`config.mk`:
```
export PLATFORM = sky130hd
export DESIGN_NAME = adc_calibration_sequencer
export DESIGN_NICKNAME = d
export VERILOG_FILES = /design/src/design/adc_cal_pkg.sv /design/src/design/adc_calibration_sequencer.sv
export SDC_FILE = /design/constraint.sdc
export NUM_CORES = 2
export LEC_CHECK = 0
export BUFFER_PORTS_ARGS = -buffer_cell sky130_fd_sc_hd__buf_2
export CORE_UTILIZATION = 35
export DETAILED_ROUTE_END_ITERATION = 16
export PLACE_DENSITY = 0.53
export SLEW_MARGIN = 20
export SYNTH_ARGS = -nofsm -noshare
export SYNTH_HDL_FRONTEND = slang
export SYNTH_SLANG_ARGS = --single-unit
```
`constraint.sdc`:
```
create_clock -name clk -period 16.96 [get_ports clk]
set_input_delay 2.544 -clock clk [delete_from_list [all_inputs] [get_ports clk]]
set_output_delay 2.544 -clock clk [all_outputs]
set_load 0.02 [all_outputs]
```
`src/design/adc_cal_pkg.sv`:
```
// Purpose: shared constants and types for the calibration sequencer
// Assumes: master clock is clk; the _CYC counts below are in master clock periods
// Notes: register offsets are byte addresses on a 32-bit classic Wishbone
package adc_cal_pkg;

	localparam int CAL_SELF_CYC    = 3145655;
	localparam int CAL_OFFS2_CYC   = 1052599;
	localparam int CAL_GAIN_CYC    = 1068813;
	localparam int CAL_OFFS1_CYC   = 2117389;
	localparam int STROBE_MIN_CYC  = 4;
	localparam int MOD_TICK_CYC    = 256;
	localparam int WIN_TICKS_DEF   = 64;
	localparam int SEG_UNI_16      = 65536;
	localparam int SEG_UNI_20      = 1048576;
	localparam int SEG_BIP_16      = 32768;
	localparam int SEG_BIP_20      = 524288;
	localparam int SLOPE_FRAC      = 8;
	localparam int DIV_STEPS       = 32;

	localparam logic [7:0]  ADR_CTRL   = 8'h00;
	localparam logic [7:0]  ADR_STATUS = 8'h04;
	localparam logic [7:0]  ADR_ZERO   = 8'h08;
	localparam logic [7:0]  ADR_FULL   = 8'h0C;
	localparam logic [7:0]  ADR_SLOPE  = 8'h10;
	localparam logic [7:0]  ADR_RESULT = 8'h14;
	localparam logic [31:0] CTRL_RESET = 32'h0;
	localparam int          CTRL_WIDE  = 0;
	localparam int          ST_STATE   = 0;
	localparam int          ST_MODE    = 3;
	localparam int          ST_CAL_OK  = 5;
	localparam int          ST_READY_N = 6;
	localparam int          ST_BIPOLAR = 7;
	localparam int          ST_DIVBUSY = 8;

	typedef enum logic [1:0] {
		MODE_SELF  = 2'b00,
		MODE_GAIN  = 2'b01,
		MODE_OFFS1 = 2'b10,
		MODE_OFFS2 = 2'b11
	} calMode_t;

	typedef enum logic [1:0] {
		SRC_AIN = 2'b00,
		SRC_GND = 2'b01,
		SRC_REF = 2'b10
	} source_t;

	typedef enum logic [1:0] {
		ST_IDLE = 2'b00,
		ST_HOLD = 2'b01,
		ST_CAL  = 2'b10,
		ST_CONV = 2'b11
	} seqState_t;

	typedef struct packed {
		logic        cyc;
		logic        stb;
		logic        we;
		logic [7:0]  adr;
		logic [3:0]  sel;
		logic [31:0] dat;
	} wbReq_t;

	typedef struct packed {
		logic        ack;
		logic [31:0] dat;
	} wbRsp_t;

	typedef struct packed {
		logic calStrobe;
		logic selBitA;
		logic selBitB;
		logic polaritySelect;
		logic modBit;
	} pins_t;

endpackage

```
`src/design/adc_calibration_sequencer.sv`:
```
// Purpose: calibration sequencer, slope arithmetic and conversion scaling
// Assumes: pins are asynchronous; bus and sequencer share clk
// Notes: registers over classic Wishbone, one wait cycle per access
`timescale 1ns/1ps
module adc_calibration_sequencer #(
	parameter int SELF_CYC  = adc_cal_pkg::CAL_SELF_CYC,
	parameter int OFFS2_CYC = adc_cal_pkg::CAL_OFFS2_CYC,
	parameter int GAIN_CYC  = adc_cal_pkg::CAL_GAIN_CYC,
	parameter int OFFS1_CYC = adc_cal_pkg::CAL_OFFS1_CYC,
	parameter int WIN_TICKS = adc_cal_pkg::WIN_TICKS_DEF
) (
	input  wire logic                clk,
	input  wire logic                sys_rst,
	input  wire adc_cal_pkg::wbReq_t wbReq,
	output adc_cal_pkg::wbRsp_t      wbRsp,
	input  wire adc_cal_pkg::pins_t  pinsIn,
	output logic                     result_valid_n,
	output logic [19:0]              resultWord,
	output adc_cal_pkg::source_t     inputSource
);
	import adc_cal_pkg::*;

	localparam int NPIN    = 5;
	localparam int MIN_SYS = (OFFS2_CYC < GAIN_CYC) ? OFFS2_CYC : GAIN_CYC;
	localparam int MIN_ONE = (SELF_CYC < OFFS1_CYC) ? SELF_CYC : OFFS1_CYC;
	localparam int MIN_CAL = (MIN_SYS < MIN_ONE) ? MIN_SYS : MIN_ONE;
	localparam int MAX_CNT = 4194304;

	// every step must hold both windows plus the divide, and fit the 22-bit step counter
	if (WIN_TICKS < 2 || WIN_TICKS > 65535 ||
		2 * WIN_TICKS * MOD_TICK_CYC + DIV_STEPS + 2 >= MIN_CAL ||
		SELF_CYC >= MAX_CNT || OFFS1_CYC >= MAX_CNT ||
		OFFS2_CYC >= MAX_CNT || GAIN_CYC >= MAX_CNT) begin : bad_param
		$error("calibration windows do not fit the step lengths");
	end

	// three-stage synchronisers, a change is taken once stages two and three agree
	logic [NPIN-1:0] syncA_reg;
	logic [NPIN-1:0] syncB_reg;
	logic [NPIN-1:0] syncC_reg;
	logic [NPIN-1:0] pinVal_reg;
	logic [NPIN-1:0] pinVal_next;
	pins_t           pin;

	for (genvar i = 0; i < NPIN; i++) begin : g_sync
		always_comb begin
			pinVal_next[i] = (syncB_reg[i] == syncC_reg[i]) ? syncC_reg[i] : pinVal_reg[i];
		end
		always_ff @(posedge clk) begin
			if (sys_rst) begin
				syncA_reg[i]  <= 1'b0;
				syncB_reg[i]  <= 1'b0;
				syncC_reg[i]  <= 1'b0;
				pinVal_reg[i] <= 1'b0;
			end else begin
				syncA_reg[i]  <= pinsIn[i];
				syncB_reg[i]  <= syncA_reg[i];
				syncC_reg[i]  <= syncB_reg[i];
				pinVal_reg[i] <= pinVal_next[i];
			end
		end
	end
	assign pin = pins_t'(pinVal_reg);

	seqState_t   state_reg, state_next;
	calMode_t    mode_reg, mode_next;
	source_t     source_reg, source_next;
	logic [21:0] calCnt_reg, calCnt_next;
	logic [2:0]  strobeCnt_reg, strobeCnt_next;
	logic [7:0]  tickCnt_reg, tickCnt_next;
	logic [15:0] winCnt_reg, winCnt_next;
	logic [15:0] acc_reg, acc_next;
	logic [1:0]  phase_reg, phase_next;
	logic [15:0] zero_reg, zero_next;
	logic [15:0] full_reg, full_next;
	logic [31:0] slope_reg, slope_next;
	logic [31:0] divQ_reg, divQ_next;
	logic [31:0] divR_reg, divR_next;
	logic [5:0]  divCnt_reg, divCnt_next;
	logic        divBusy_reg, divBusy_next;
	logic        calOk_reg, calOk_next;
	logic [19:0] result_reg, result_next;
	logic        readyN_reg, readyN_next;
	logic [31:0] ctrl_reg, ctrl_next;
	logic        ack_reg, ack_next;
	logic [31:0] rdat_reg, rdat_next;

	logic               tick;
	logic               winEnd;
	logic [21:0]        calLen;
	logic               wide;
	logic [19:0]        maxCode;
	logic [31:0]        segments;
	logic [15:0]        span;
	logic [31:0]        remShift;
	logic signed [16:0] diff;
	logic signed [49:0] prod;
	logic signed [49:0] scaled;
	logic [19:0]        code;
	logic               wbHit;

	assign wide    = ctrl_reg[CTRL_WIDE];
	assign maxCode = wide ? 20'hFFFFF : 20'h0FFFF;
	assign tick    = (tickCnt_reg == 8'(MOD_TICK_CYC - 1));
	assign winEnd  = tick && (winCnt_reg == 16'(WIN_TICKS - 1));
	assign span    = full_reg - zero_reg;
	assign remShift = {divR_reg[30:0], divQ_reg[31]};
	assign wbHit   = wbReq.cyc && wbReq.stb && !ack_reg;

	// step length per latched mode
	always_comb begin
		unique case (mode_reg)
			MODE_SELF:  calLen = 22'(SELF_CYC);
			MODE_OFFS2: calLen = 22'(OFFS2_CYC);
			MODE_GAIN:  calLen = 22'(GAIN_CYC);
			MODE_OFFS1: calLen = 22'(OFFS1_CYC);
		endcase
	end

	// segment count: bipolar uses half, the other half lies below zero scale
	always_comb begin
		if (pin.polaritySelect) begin
			segments = wide ? 32'(SEG_BIP_20) : 32'(SEG_BIP_16);
		end else begin
			segments = wide ? 32'(SEG_UNI_20) : 32'(SEG_UNI_16);
		end
	end

	// output code from the stored slope; out-of-range saturates to the rails
	always_comb begin
		// the window's last tick is still on its way into acc_reg when the window ends
		diff   = $signed({1'b0, acc_reg + {15'h0, pin.modBit}}) - $signed({1'b0, zero_reg});
		prod   = diff * $signed({1'b0, slope_reg});
		scaled = prod >>> SLOPE_FRAC;
		if (pin.polaritySelect) begin
			scaled = scaled + (wide ? 50'sh80000 : 50'sh8000);
		end
		if (scaled < 0) begin
			code = 20'h0;
		end else if (scaled > $signed({30'h0, maxCode})) begin
			code = maxCode;
		end else begin
			code = scaled[19:0];
		end
	end

	always_comb begin
		state_next     = state_reg;
		mode_next      = mode_reg;
		source_next    = source_reg;
		calCnt_next    = calCnt_reg;
		strobeCnt_next = strobeCnt_reg;
		tickCnt_next   = tickCnt_reg + 8'h1;
		winCnt_next    = winCnt_reg;
		acc_next       = acc_reg;
		phase_next     = phase_reg;
		zero_next      = zero_reg;
		full_next      = full_reg;
		slope_next     = slope_reg;
		divQ_next      = divQ_reg;
		divR_next      = divR_reg;
		divCnt_next    = divCnt_reg;
		divBusy_next   = divBusy_reg;
		calOk_next     = calOk_reg;
		result_next    = result_reg;
		readyN_next    = readyN_reg;

		// modulator bit is only looked at once per tick, so faster edges are ignored
		if (tick && (state_reg == ST_CAL || state_reg == ST_CONV)) begin
			acc_next    = acc_reg + {15'h0, pin.modBit};
			winCnt_next = winCnt_reg + 16'h1;
		end

		unique case (state_reg)
			ST_IDLE: begin
				source_next = SRC_AIN;
			end
			ST_HOLD: begin
				// everything held off while the strobe stays high
				tickCnt_next = 8'h0;
				divBusy_next = 1'b0;
				readyN_next  = 1'b1;
				if (strobeCnt_reg != 3'(STROBE_MIN_CYC)) begin
					strobeCnt_next = strobeCnt_reg + 3'h1;
				end
				if (!pin.calStrobe) begin
					if (strobeCnt_reg == 3'(STROBE_MIN_CYC)) begin
						mode_next   = calMode_t'({pin.selBitA, pin.selBitB});
						state_next  = ST_CAL;
						calCnt_next = 22'h0;
						winCnt_next = 16'h0;
						acc_next    = 16'h0;
						phase_next  = 2'h0;
						source_next = ({pin.selBitA, pin.selBitB} == MODE_SELF) ? SRC_GND : SRC_AIN;
					end else begin
						state_next = ST_IDLE;
					end
				end
			end
			ST_CAL: begin
				readyN_next = 1'b1;
				calCnt_next = calCnt_reg + 22'h1;
				if (winEnd && phase_reg != 2'h2) begin
					winCnt_next = 16'h0;
					phase_next  = phase_reg + 2'h1;
					if (phase_reg == 2'h0) begin
						if (mode_reg != MODE_GAIN) begin
							zero_next = acc_next;
						end
						source_next = (mode_reg == MODE_SELF || mode_reg == MODE_OFFS1) ?
							SRC_REF : SRC_AIN;
					end else begin
						source_next = SRC_AIN;
						// an offset-only step leaves the slope alone
						if (mode_reg != MODE_OFFS2) begin
							full_next    = acc_next;
							divBusy_next = 1'b1;
							divCnt_next  = 6'h0;
							divR_next    = 32'h0;
							divQ_next    = segments << SLOPE_FRAC;
						end
					end
					// cleared only after capture, so the last tick of the window counts
					acc_next = 16'h0;
				end
				if (phase_reg == 2'h2) begin
					winCnt_next = 16'h0;
					acc_next    = 16'h0;
				end
				// restoring divide, one quotient bit per clock
				if (divBusy_reg) begin
					divCnt_next = divCnt_reg + 6'h1;
					if (remShift >= {16'h0, span}) begin
						divR_next = remShift - {16'h0, span};
						divQ_next = {divQ_reg[30:0], 1'b1};
					end else begin
						divR_next = remShift;
						divQ_next = {divQ_reg[30:0], 1'b0};
					end
					if (divCnt_reg == 6'(DIV_STEPS - 1)) begin
						divBusy_next = 1'b0;
						// a zero or inverted span cannot be scaled: clamp the slope
						slope_next   = (full_reg > zero_reg) ? divQ_next : 32'hFFFFFFFF;
						calOk_next   = 1'b1;
					end
				end
				if (calCnt_reg == calLen - 22'h1) begin
					state_next   = ST_CONV;
					tickCnt_next = 8'h0;
					winCnt_next  = 16'h0;
					acc_next     = 16'h0;
					source_next  = SRC_AIN;
					unique case (mode_reg)
						MODE_SELF: begin
							readyN_next = 1'b1;
						end
						MODE_GAIN: begin
							result_next = maxCode;
							readyN_next = 1'b0;
						end
						MODE_OFFS1, MODE_OFFS2: begin
							result_next = 20'h0;
							readyN_next = 1'b0;
						end
					endcase
				end
			end
			ST_CONV: begin
				if (winEnd) begin
					acc_next    = 16'h0;
					winCnt_next = 16'h0;
					// first window after self cal is the settling point
					result_next = code;
					readyN_next = 1'b0;
				end
			end
		endcase

		if (pin.calStrobe) begin
			state_next     = ST_HOLD;
			source_next    = SRC_AIN;
			readyN_next    = 1'b1;
			divBusy_next   = 1'b0;
			if (state_reg != ST_HOLD) begin
				strobeCnt_next = 3'h1;
			end
		end
	end

	// bus slave: every access answered one cycle later, unmapped reads are zero
	always_comb begin
		ctrl_next = ctrl_reg;
		ack_next  = wbHit;
		rdat_next = rdat_reg;
		if (wbHit) begin
			rdat_next = 32'h0;
			if (wbReq.we) begin
				if (wbReq.adr == ADR_CTRL && wbReq.sel[0]) begin
					ctrl_next = {31'h0, wbReq.dat[CTRL_WIDE]};
				end
			end else begin
				unique case (wbReq.adr)
					ADR_CTRL:   rdat_next = ctrl_reg;
					ADR_STATUS: begin
						rdat_next[ST_STATE +: 2] = state_reg;
						rdat_next[ST_MODE +: 2]  = mode_reg;
						rdat_next[ST_CAL_OK]     = calOk_reg;
						rdat_next[ST_READY_N]    = readyN_reg;
						rdat_next[ST_BIPOLAR]    = pin.polaritySelect;
						rdat_next[ST_DIVBUSY]    = divBusy_reg;
					end
					ADR_ZERO:   rdat_next = {16'h0, zero_reg};
					ADR_FULL:   rdat_next = {16'h0, full_reg};
					ADR_SLOPE:  rdat_next = slope_reg;
					ADR_RESULT: rdat_next = {12'h0, result_reg};
					default:    rdat_next = 32'h0;
				endcase
			end
		end
	end

	always_ff @(posedge clk) begin
		if (sys_rst) begin
			state_reg     <= ST_IDLE;
			mode_reg      <= MODE_SELF;
			source_reg    <= SRC_AIN;
			calCnt_reg    <= 22'h0;
			strobeCnt_reg <= 3'h0;
			tickCnt_reg   <= 8'h0;
			winCnt_reg    <= 16'h0;
			acc_reg       <= 16'h0;
			phase_reg     <= 2'h0;
			zero_reg      <= 16'h0;
			full_reg      <= 16'h0;
			slope_reg     <= 32'h0;
			divQ_reg      <= 32'h0;
			divR_reg      <= 32'h0;
			divCnt_reg    <= 6'h0;
			divBusy_reg   <= 1'b0;
			calOk_reg     <= 1'b0;
			result_reg    <= 20'h0;
			readyN_reg    <= 1'b1;
			ctrl_reg      <= CTRL_RESET;
			ack_reg       <= 1'b0;
			rdat_reg      <= 32'h0;
		end else begin
			state_reg     <= state_next;
			mode_reg      <= mode_next;
			source_reg    <= source_next;
			calCnt_reg    <= calCnt_next;
			strobeCnt_reg <= strobeCnt_next;
			tickCnt_reg   <= tickCnt_next;
			winCnt_reg    <= winCnt_next;
			acc_reg       <= acc_next;
			phase_reg     <= phase_next;
			zero_reg      <= zero_next;
			full_reg      <= full_next;
			slope_reg     <= slope_next;
			divQ_reg      <= divQ_next;
			divR_reg      <= divR_next;
			divCnt_reg    <= divCnt_next;
			divBusy_reg   <= divBusy_next;
			calOk_reg     <= calOk_next;
			result_reg    <= result_next;
			readyN_reg    <= readyN_next;
			ctrl_reg      <= ctrl_next;
			ack_reg       <= ack_next;
			rdat_reg      <= rdat_next;
		end
	end

	assign wbRsp.ack      = ack_reg;
	assign wbRsp.dat      = rdat_reg;
	assign result_valid_n = readyN_reg;
	assign resultWord     = result_reg;
	assign inputSource    = source_reg;

endmodule // adc_calibration_sequencer

```
==> impl_metrics.yaml <==
run_status:
  outcome: "complete, no violations"
die:
  dieWidth_um: 316
  fp-row-count: 114
  start_util: 0.356
  core_um2: 97300
  die_height_um: 316
  die-area_um2: 100000
  ios: 110
clock_network:
  cts_max_level: 2
  cts_inserted_buffers: 34
  path_clk_slew_ns: 0.06
  post_cts_buffers: 0
  cts-root-buf: "clkbuf_16"
  clockBufferDepth: 3
  clk_latency_ns: 0.58
  cts_sinks: 283
  cts_tree: "done"
  hold_buffers: 0
  ctsResizeCount: 0
route:
  vias: 29207
  routed.top_layer: "met4"
  ant_nets: 0
  wl_per_cell_um: 19.3
  met3_wirelength_mm: 5.73
  drt_pass1_iterations: 6
  met2_length_mm: 47.4
  first_iter_violations: 1845
  wl_met1_mm: 49.9
  route.detailed.drc: 0
  post_drt_via_cell_ratio: 5.34
  wl_mm: 105
timing:
  finalWorstSetupSlack_ns: 2.56
  slew_headroom: 0.262
  hold_violations: 0
  worst_pin_slew_ns: 1.10
  period_share: 0.849
  max_clock_freq_mhz: 69.4
  whs_ns: 0.437
  maxSlewViolCount: 0
  setup-tns-final_ns: 0
  fin_skew_ns: 0.0399
  period_needed_ns: 14.40
  grt_setup_unrepaired: "no"
  setup_violations: 0
grt:
  grt_first_pass_wirelength_mm: 169
  antenna_found_initial: 0
  grtUsageTotal: 0.214
  grt_pass1_vias: 29258
  grt_max_degree: 66
  grt_overflow: 0
synth:
  syn_nets: 4982
  synth_edf_count: 0
  yosysWarnings: 0
  synth_cells: 4249
  yosysTopAreaCellShare: 0.261
  synth.most_common_cell: "nand2_1"
  synthFlopType: "dfxtp_1"
  synth.distinct_cells: 98
  synth_area_leaders: "fa_1, dfxtp_1, ha_1, nand2_1, inv_1"
  synth.cell_area_um2: 34600
  postSynth.asyncResetShare: 0
  yosys-top-cells-count: "nand2_1, inv_1, fa_1"
  syn_avg_cell_area_um2: 8.14
  synth_top_area_cell: "fa_1"
  ys_ff_latch: 283
  yosysSeqAreaShare: 0.164
placement:
  post-place-ws_ns: 2.82
  placed_cell_area_um2: 36200
  io_buffers: 75
  post-dp-hpwl_mm: 79.8
  gp_congestion: 0.938
critical_path:
  r2r_start: "pin[0]"
  slowest_delay_ns: 0.72
  critical_path_buf_inv_count: 6
  cp_max_fo: 32
  ff2ff_path_depth: 50
  rrSetupSlack_ns: 2.56
  endpoint_kind: "flip-flop"
  crit_type: "flip-flop to flip-flop"
  crit_family: "adder cells"
  r2r_end: "resultWord[16]"
  required_ns: 17.46
  cp.depth: 50
  cpMostUsedCell: "fa_1"
  arrival_ns: 14.90
  slowest_stage: "ha_2"
  crit_path_start_kind: "flip-flop"
hold_path:
  hold_start: "syncA_reg[3]"
  hold_end: "syncB_reg[3]"
  hold_path_depth: 1
  hold_class: "flip-flop to flip-flop"
cells_and_area:
  drive_gt1_frac: 0.0737
  final_util: 0.384
  final_cell_area_um2: 37300
  num-nets-final: 4900
  nFillCells: 10178
  syn_to_final_growth_pct: 7.86
run:
  maxCapViolations: 0
power_and_ir_drop:
  ir_drop_v: 0.0000833
  leakagePower_uw: 0.0169
  pwr_density_cell_nw_per_um2: 38.9
-- power by group --
| group | switching (uW) | leakage, uW | internal (uW) |
|---|---|---|---|
| clock network | 325 | 0.000533 | 413 |
| logic | 32.2 | 0.0141 | 10.8 |
| registers | 2.57 | 0.00228 | 668 |
| total | 360 | 0.0169 | 1090 |
-- worst max-delay path by stage --
stage | startpoint | to | slack (ns)
after floorplan | pin[0] | resultWord[16] | 5.61
after global placement | pin[0] | resultWord[17] | 2.84
after detailed placement | pin[0] | resultWord[19] | 2.82
after CTS | pin[0] | resultWord[17] | 2.72
after global routing | pin[0] | resultWord[18] | 1.71
final | pin[0] | resultWord[16] | 2.56
-- stage by stage --
| step | instances | total power (uW) |
|---|---|---|
| global route | 5468 | 1500 |
| detailed placement | 5407 | 729 |
| finish | 5470 | 1450 |
| CTS | 5468 | 1470 |
| floorplan | 4249 | 713 |
| global placement | 5407 | 729 |
-- metal layers --
| metal | GRT usage | up-vias |
|---|---|---|
| met5 | 0 | - |
| met4 | 0.0509 | 0 |
| met3 | 0.0230 | 139 |
| met2 | 0.344 | 801 |
| met1 | 0.307 | 14506 |
| li1 | - | 13761 |
-- cell families (layout without fill, tap and decap cells) --
kind of cell    count (synthesis)  count (layout)  share of synthesized area
fa+ha+maj                     679             679                      0.343
mux                            43              43                     0.0125
simple gates                 1512            1512                      0.208
flops                         283             283                      0.164
compound gates                718             718                      0.139
xor+xnor                      148             148                     0.0377
other cells                     0               2                          0
buf+inv                       866             809                     0.0951
-- cell type report --
cell class | instances | area (um^2) | area share
inverter | 598 | 2240 | 0.0601
clock inverter | 13 | 155 | 0.00416
sequential | 283 | 5670 | 0.152
multi-input combinational | 3100 | 25800 | 0.691
timing repair buffer | 150 | 941 | 0.0252
antenna | 2 | 5.00 | 0.000134
clock buffer | 48 | 943 | 0.0253
tap | 1276 | 1600 | 0.0428
-- layout by cell type (no fill, tap or decap), types with 23 or more instances in the layout --
cell	Yosys	final
nand2_1	610	610
inv_1	595	595
fa_1	451	451
dfxtp_1	283	283
nor2_1	263	252
ha_1	228	227
a21oi_1	183	183
o21ai_0	168	167
and2_1	128	128
nand3_1	124	123
nor2b_1	104	104
buf_4	3	76
buf_2	23	74
nand4_1	73	73
xor2_1	74	73
xnor2_1	73	71
nor3_1	61	60
a31oi_1	44	44
mux2i_1	40	40
a22oi_1	34	34
clkbuf_16	0	34
o221a_2	33	33
and3_1	26	26
nor4_1	24	23
(Power assumes the default switching activity.)
